[src/hdl/dacr_defs.svh]
// register offsets, field positions, reset values for the dac reference control
// =====================================================================
// What this block does
// - once the configuration register has been written, the level register accepts a code from 0 to 31, giving 32 output steps.
// - each step of the level code raises the output by 1/32 of the span between lower and upper reference.
// - the top code gives 31/32 of the upper reference, never the full upper reference.
// - the applied level code reads back like a converted input value.
// - configuration bit 7 enables the converter when 1 and disables it when 0.
// - configuration bit 5 set, with bit 7 also set, drives the external pin with the output, overriding its normal function.
// - configuration bits 3..2 pick the upper reference: 00 supply, 01 external positive pin, 10 fixed reference, 11 unused.
// - configuration bit 0 picks the lower reference: 0 ground, 1 external negative pin.
`ifndef DACR_DEFS_SVH
`define DACR_DEFS_SVH
// =====================================================================
// register map (byte addresses)
`define DACR_CFG_OFFS    4'h0
`define DACR_LEVEL_OFFS  4'h4
`define DACR_STATUS_OFFS 4'h8
// =====================================================================
// configuration fields
`define DACR_CFG_EN_BIT   7
`define DACR_CFG_PIN_BIT  5
`define DACR_CFG_UP_HI    3
`define DACR_CFG_UP_LO    2
`define DACR_CFG_LO_BIT   0
`define DACR_CFG_MASK     8'hAD
`define DACR_CFG_RST      8'h00
`define DACR_LEVEL_RST    5'h00
// =====================================================================
// bus answers
`define DACR_RESP_OKAY   2'h0
`define DACR_RESP_SLVERR 2'h2
`endif

[src/hdl/dacr_pkg.sv]
// types for the dac reference control
package dacr_pkg;
  // =====================================================================
  // upper reference choice
  typedef enum logic [1:0] {
    DACR_UP_SUPPLY = 2'b00,
    DACR_UP_EXTPOS = 2'b01,
    DACR_UP_FIXED  = 2'b10,
    DACR_UP_UNUSED = 2'b11
  } dacr_upsel_t;
  // =====================================================================
  // analogue side controls
  typedef struct packed {
    logic        enable;
    logic        pinDrive;
    dacr_upsel_t upperSel;
    logic        lowerExtNeg;
    logic [4:0]  level;
  } dacr_ana_t;
endpackage

[src/hdl/dacr_ctrl.sv]
// axi4-lite register block steering a 32-step dac reference
`timescale 1ns/1ps
`include "dacr_defs.svh"
module dacr_ctrl (
  input  wire logic             ref_clk,
  input  wire logic             srst,
  input  wire logic [3:0]       s_axi_awaddr,
  input  wire logic             s_axi_awvalid,
  output logic                  s_axi_awready,
  input  wire logic [31:0]      s_axi_wdata,
  input  wire logic [3:0]       s_axi_wstrb,
  input  wire logic             s_axi_wvalid,
  output logic                  s_axi_wready,
  output logic [1:0]            s_axi_bresp,
  output logic                  s_axi_bvalid,
  input  wire logic             s_axi_bready,
  input  wire logic [3:0]       s_axi_araddr,
  input  wire logic             s_axi_arvalid,
  output logic                  s_axi_arready,
  output logic [31:0]           s_axi_rdata,
  output logic [1:0]            s_axi_rresp,
  output logic                  s_axi_rvalid,
  input  wire logic             s_axi_rready,
  output dacr_pkg::dacr_ana_t   anaCtrl,
  output logic                  pinOverride
);
  import dacr_pkg::*;

  // =====================================================================
  // registers
  logic [7:0]  cfg_r;
  logic [4:0]  level_r;
  logic        configured_r;
  logic        awHeld_r;
  logic        wHeld_r;
  logic [3:0]  awAddr_r;
  logic [31:0] wData_r;
  logic [3:0]  wStrb_r;

  // =====================================================================
  // write path: address and data caught separately, in any order
  assign s_axi_awready = !awHeld_r && !s_axi_bvalid;
  assign s_axi_wready  = !wHeld_r && !s_axi_bvalid;

  logic        doWrite;
  logic [3:0]  wrAddr;
  logic [31:0] wrData;
  logic        wrLane0;
  assign doWrite = (awHeld_r || s_axi_awvalid) && (wHeld_r || s_axi_wvalid) && !s_axi_bvalid;
  assign wrAddr  = awHeld_r ? awAddr_r : s_axi_awaddr;
  assign wrData  = wHeld_r ? wData_r : s_axi_wdata;
  assign wrLane0 = wHeld_r ? wStrb_r[0] : s_axi_wstrb[0];

  function automatic logic isMapped(input logic [3:0] a);
    isMapped = (a == `DACR_CFG_OFFS) || (a == `DACR_LEVEL_OFFS) || (a == `DACR_STATUS_OFFS);
  endfunction

  always_ff @(posedge ref_clk) begin
    if (srst || doWrite) begin
      awHeld_r <= 1'b0;
    end else if (s_axi_awvalid && s_axi_awready) begin
      awHeld_r <= 1'b1;
    end
    if (s_axi_awvalid && s_axi_awready) begin
      awAddr_r <= s_axi_awaddr;
    end
  end

  always_ff @(posedge ref_clk) begin
    if (srst || doWrite) begin
      wHeld_r <= 1'b0;
    end else if (s_axi_wvalid && s_axi_wready) begin
      wHeld_r <= 1'b1;
    end
    if (s_axi_wvalid && s_axi_wready) begin
      wData_r <= s_axi_wdata;
      wStrb_r <= s_axi_wstrb;
    end
  end

  always_ff @(posedge ref_clk) begin
    if (srst) begin
      s_axi_bvalid <= 1'b0;
      s_axi_bresp  <= `DACR_RESP_OKAY;
    end else if (doWrite) begin
      s_axi_bvalid <= 1'b1;
      s_axi_bresp  <= isMapped(wrAddr) ? `DACR_RESP_OKAY : `DACR_RESP_SLVERR;
    end else if (s_axi_bready) begin
      s_axi_bvalid <= 1'b0;
    end
  end

  // =====================================================================
  // configuration register
  always_ff @(posedge ref_clk) begin
    if (srst) begin
      cfg_r        <= `DACR_CFG_RST;
      configured_r <= 1'b0;
    end else if (doWrite && wrLane0 && wrAddr == `DACR_CFG_OFFS) begin
      cfg_r        <= wrData[7:0] & `DACR_CFG_MASK;
      configured_r <= 1'b1;
    end
  end

  // =====================================================================
  // level register
  always_ff @(posedge ref_clk) begin
    if (srst) begin
      level_r <= `DACR_LEVEL_RST;
    end else if (doWrite && wrLane0 && wrAddr == `DACR_LEVEL_OFFS && configured_r) begin
      level_r <= wrData[4:0];
    end
  end

  // =====================================================================
  // analogue controls; the ladder itself gives code/32 of the span, so 31 tops out below upper
  // enable bit
  assign anaCtrl.enable      = cfg_r[`DACR_CFG_EN_BIT];
  assign anaCtrl.pinDrive    = cfg_r[`DACR_CFG_PIN_BIT];
  assign anaCtrl.upperSel    = dacr_upsel_t'(cfg_r[`DACR_CFG_UP_HI:`DACR_CFG_UP_LO]);
  assign anaCtrl.lowerExtNeg = cfg_r[`DACR_CFG_LO_BIT];
  // step of span/32, top code 31
  assign anaCtrl.level       = level_r;
  assign pinOverride         = cfg_r[`DACR_CFG_PIN_BIT] && cfg_r[`DACR_CFG_EN_BIT];

  // =====================================================================
  // read path, one cycle after address taken
  assign s_axi_arready = !s_axi_rvalid;

  always_ff @(posedge ref_clk) begin
    if (srst) begin
      s_axi_rvalid <= 1'b0;
      s_axi_rdata  <= 32'h0000_0000;
      s_axi_rresp  <= `DACR_RESP_OKAY;
    end else if (s_axi_arvalid && s_axi_arready) begin
      s_axi_rvalid <= 1'b1;
      s_axi_rresp  <= isMapped(s_axi_araddr) ? `DACR_RESP_OKAY : `DACR_RESP_SLVERR;
      unique case (s_axi_araddr)
        `DACR_CFG_OFFS:    s_axi_rdata <= {24'h00_0000, cfg_r};
        `DACR_LEVEL_OFFS:  s_axi_rdata <= {27'h000_0000, level_r};
        `DACR_STATUS_OFFS: s_axi_rdata <= {30'h0000_0000, pinOverride, configured_r};
        default:           s_axi_rdata <= 32'h0000_0000;
      endcase
    end else if (s_axi_rready) begin
      s_axi_rvalid <= 1'b0;
    end
  end
endmodule // dacr_ctrl

[config.mk]
export PLATFORM = sky130hd
export DESIGN_NAME = dacr_ctrl
export DESIGN_NICKNAME = d
export VERILOG_FILES = /design/src/hdl/dacr_pkg.sv /design/src/hdl/dacr_ctrl.sv
export VERILOG_INCLUDE_DIRS = /design/src /design/src/hdl
export SDC_FILE = /design/constraint.sdc
export NUM_CORES = 1
export LEC_CHECK = 0
export BUFFER_PORTS_ARGS = -buffer_cell sky130_fd_sc_hd__clkbuf_2
export CORE_MARGIN = 5
export CORE_UTILIZATION = 30
export CTS_BUF_LIST = sky130_fd_sc_hd__clkbuf_8
export CTS_CLUSTER_DIAMETER = 120
export CTS_CLUSTER_SIZE = 16
export DETAILED_ROUTE_END_ITERATION = 12
export SETUP_SLACK_MARGIN = 0.1
export SLEW_MARGIN = 10
export SYNTH_ARGS = -nofsm -noshare
export SYNTH_HDL_FRONTEND = slang
export SYNTH_SLANG_ARGS = --single-unit
[constraint.sdc]
create_clock -name ref_clk -period 2.65 [get_ports ref_clk]
set_input_delay 0 -clock ref_clk [delete_from_list [all_inputs] [get_ports ref_clk]]
set_output_delay 0 -clock ref_clk [all_outputs]
set_load 0.05 [all_outputs]
==> results_tabular.tex <==
\begin{tabular}{lr}
\hline
Metric & Value \\
\hline
\multicolumn{2}{l}{\textbf{Status}} \\
\quad Outcome & finished, final reports clean \\
\multicolumn{2}{l}{\textbf{Placement}} \\
\quad Placer congestion estimate & 0.733 \\
\quad HPWL after detailed placement & about 2.8 mm \\
\quad Placed Instance Area & between 1500 and 2000 sq um \\
\quad Port Buf Inserts & 47 \\
\multicolumn{2}{l}{\textbf{Synthesis}} \\
\quad Leading cell types by count after synthesis & 28 x sky130\_fd\_sc\_hd\_\_buf\_4, 24 x sky130\_fd\_sc\_hd\_\_dfxtp\_1, 19 x sky130\_fd\_sc\_hd\_\_nor2\_1 \\
\quad Area of the mapped netlist & 1780 sq um \\
\quad Cell with the most instances after synthesis & sky130\_fd\_sc\_hd\_\_buf\_4 \\
\quad Syn. warnings & 0 \\
\quad Distinct cells, synth & 29 \\
\quad Sequential fraction of the synthesis area & 47.2\% \\
\quad Async set or reset register ratio after synthesis & 0\% \\
\quad Average cell area after synthesis & 10.2 sq um \\
\quad Mapped Cells & between 150 and 200 \\
\quad Dominant cells by area after synthesis & sky130\_fd\_sc\_hd\_\_dfxtp\_1 27\%, sky130\_fd\_sc\_hd\_\_edfxtp\_1 20\%, sky130\_fd\_sc\_hd\_\_buf\_4 12\% \\
\quad Flop and latch count out of synthesis & 36 \\
\quad EDFF count, synth & 12 \\
\quad Dominant register cell in the synthesized netlist & sky130\_fd\_sc\_hd\_\_dfxtp\_1 \\
\quad Cell taking the most area after synthesis & sky130\_fd\_sc\_hd\_\_dfxtp\_1 \\
\quad Yosys top cell area share & 27.0\% \\
\multicolumn{2}{l}{\textbf{Pwr}} \\
\quad Internal & 904 uW \\
\quad Lkg Pwr & 0.957 nW \\
\quad Post-route total power & approximately 1.3 mW \\
\quad Sequential share of power & between 40\% and 50\% \\
\quad Combinational Power Share & between 20\% and 30\% \\
\quad Fraction of power spent switching nets & 30.9\% \\
\quad Worst vdd ir & 0.291 mV \\
\quad Clock group share of total power & 32.3\% \\
\quad PD cells & 591 nW/um\^{}2 \\
\quad Switching Power & 403 uW \\
\multicolumn{2}{l}{\textbf{CTS}} \\
\quad Count of cells resized by post-cts repair & 0 \\
\quad Number of post-CTS setup repair buffers & 0 \\
\quad Number of hold buffers added after cts & 14 \\
\quad CTS root buffer & sky130\_fd\_sc\_hd\_\_clkbuf\_8 \\
\quad Level count of the clock H-tree & 2 \\
\quad Maximum count of clock buffers along a single path & 2 \\
\quad Worst-path clk slew & around 70 ps \\
\quad Num CTS Buffers & 5 \\
\quad TritonCTS sink count & 36 \\
\quad Clock latency of the later-clocked register in the worst-skew pair & about 290 ps \\
\quad Clock tree from TritonCTS & built \\
\multicolumn{2}{l}{\textbf{Floorplan}} \\
\quad Number of top-level pins & slightly above 100 \\
\quad Overall die area & 7580 sq um \\
\quad \# rows & 28 \\
\quad Width of the chip & about 87 microns \\
\quad Initial core utilization & 30.4\% \\
\quad Core Area & 5850 sq um \\
\quad Overall die height & 87.0 microns \\
\multicolumn{2}{l}{\textbf{Timing}} \\
\quad Maximum clock rate & 452 MHz \\
\quad Actual transition at the worst max-transition pin & between 800 and 900 ps \\
\quad Final hold violations & 0 \\
\quad Min Tclk post-route & between 2000 and 2500 ps \\
\quad Final count of negative-setup-slack endpoints & 0 \\
\quad Normalized max-slew margin & 43.8\% \\
\quad Fraction of the cycle the final worst path needs & 83.4\% \\
\quad Final-report max-slew violation count & 0 \\
\quad TNS Setup & 0 ps \\
\quad Final Skew & 6.00 ps \\
\quad RSZ-0062 raised after global routing & no \\
\quad Minimum hold slack & 104 ps \\
\multicolumn{2}{l}{\textbf{Routing}} \\
\quad Drt drc & 0 \\
\quad Avg Vias per Cell & 4.29 \\
\quad DR pass1 iterations & 3 \\
\quad Drt first-iter violations & 26 \\
\quad Via count & 1340 \\
\quad Post-route ant nets & 0 \\
\quad Detailed-route wire length per cell & 12.0 microns \\
\quad Detailed-route wire length & 3.75 mm \\
\multicolumn{2}{l}{\textbf{Cells and area}} \\
\quad Ant diodes & 0 \\
\quad Final Instance Area & 2210 sq um \\
\quad Fillers & roughly 600 \\
\quad Final net count & 287 \\
\quad Fraction of layout cells with a size suffix above 1 & 28.7\% \\
\quad Syn-to-layout area delta & 24.2\% \\
\multicolumn{2}{l}{\textbf{Worst setup path}} \\
\quad Crit path required time & between 2000 and 3000 ps \\
\quad Startpoint class of the critical path & flip-flop \\
\quad Worst reg2reg setup slack & around 440 ps \\
\quad CP Class & flip-flop to flip-flop \\
\quad Max FO, Critical Path & 8 \\
\quad Endpoint kind of the worst setup timing path & flip-flop \\
\quad WP data arrival & 2390 ps \\
\multicolumn{2}{l}{\textbf{Global routing}} \\
\quad Global route total overflow & 0 \\
\quad Number of antenna violations at the first check in global routing & 0 \\
\quad Number of global-route vias before repair & about 1300 \\
\quad Maximum number of pins on one net before global-route repair & 32 \\
\quad Total Routing Usage GR & slightly above 10\% \\
\quad Wire length of the first global-routing pass & about 6.0 mm \\
\multicolumn{2}{l}{\textbf{Worst hold path}} \\
\quad Min-delay worst type & input port to flip-flop \\
\multicolumn{2}{l}{\textbf{Flow run}} \\
\quad Max-cap violation count & 0 \\
\hline
\end{tabular}
-- sequential cells by signal, summed over array words and instances (netlist names) --
signal / flops
wStrb_r: 1
s_axi_rdata: 7
s_axi_rresp: 1
s_axi_rvalid: 1
cfg_r: 5
wHeld_r: 1
level_r: 5
awAddr_r: 4
wData_r: 7
configured_r: 1
s_axi_bvalid: 1
awHeld_r: 1
s_axi_bresp: 1
-- area by class of cell --
type                       count  area, sq um  share of cell area (%)
tap                           75         93.8                    4.24
clock inverter                 1         3.75                   0.170
timing repair buffer          63          390                    17.7
multi-input combinational    128          778                    35.2
clock buffer                   7         96.3                    4.36
inverter                       2         7.51                   0.340
sequential                    36          841                    38.0
-- final timing paths --
path                         from             end  cells past startpoint
setup / recovery         awHeld_r        cfg_r[7]                      4
hold / removal    s_axi_araddr[0]  s_axi_rdata[5]                      4
setup reg to reg         awHeld_r        cfg_r[7]                      4
hold reg to reg    s_axi_rdata[7]  s_axi_rdata[7]                      2
-- metrics by stage --
stage               utilization, %  std cells  setup slack [ps]
finish                        37.8        312               440
global route                  37.8        312               349
floorplan                        -        201               597
global placement              33.7        290               456
detailed placement            33.7        290               433
CTS                           37.8        312               412
-- power by group through the flow --
stage | Sequential, mW | Combinational [mW] | Clock [mW]
floorplan | 0.642 | 0.223 | 0
global placement | 0.626 | 0.254 | 0
detailed placement | 0.626 | 0.256 | 0
CTS | 0.614 | 0.273 | 0.440
global route | 0.616 | 0.293 | 0.464
finish | 0.613 | 0.271 | 0.423
-- layout by cell type, fill, tap and decap left out, types with 2 or more instances in the layout --
cell and count:
sky130_fd_sc_hd__nor2b_1 5, sky130_fd_sc_hd__nand2_1 5, sky130_fd_sc_hd__a21oi_1 9, sky130_fd_sc_hd__dlygate4sd3_1 14, sky130_fd_sc_hd__buf_4 2, sky130_fd_sc_hd__dfxtp_1 24, sky130_fd_sc_hd__clkbuf_2 47, sky130_fd_sc_hd__nand3_1 2
sky130_fd_sc_hd__mux2_2 5, sky130_fd_sc_hd__edfxtp_1 12, sky130_fd_sc_hd__nor2_1 19, sky130_fd_sc_hd__nand2b_1 9, sky130_fd_sc_hd__or2_2 3, sky130_fd_sc_hd__conb_1 27, sky130_fd_sc_hd__inv_1 3, sky130_fd_sc_hd__mux2_4 2
sky130_fd_sc_hd__and2_1 3, sky130_fd_sc_hd__clkbuf_8 7, sky130_fd_sc_hd__mux2i_1 17, sky130_fd_sc_hd__a22oi_1 2, sky130_fd_sc_hd__nor3_1 11
-- routing by layer --
layer | vias up | track usage, % | part of all wire (%) | wire (microns)
li1 | 672 | - | - | -
met1 | 623 | 12.0 | 44 | 1660
met2 | 38 | 17.0 | 47 | 1780
met3 | 7 | 2.74 | 6.1 | 229
met4 | 0 | 5.52 | 2.3 | 85
met5 | - | 0 | 0 | 0
-- kinds of logic after synthesis --
family | synth area share, %
compound gates | 4.92
buf+inv | 14.5
flops | 47.2
mux | 14.4
other cells | 0.211
simple gates | 18.7
-- worst max-delay path, stage by stage (launching register included) --
cell,delay [ps]
sky130_fd_sc_hd__dfxtp_1,500
sky130_fd_sc_hd__nor2_1,110
sky130_fd_sc_hd__or3_4,400
sky130_fd_sc_hd__or4_1,730
sky130_fd_sc_hd__mux2_4,360
(Power assumes the default switching activity.)
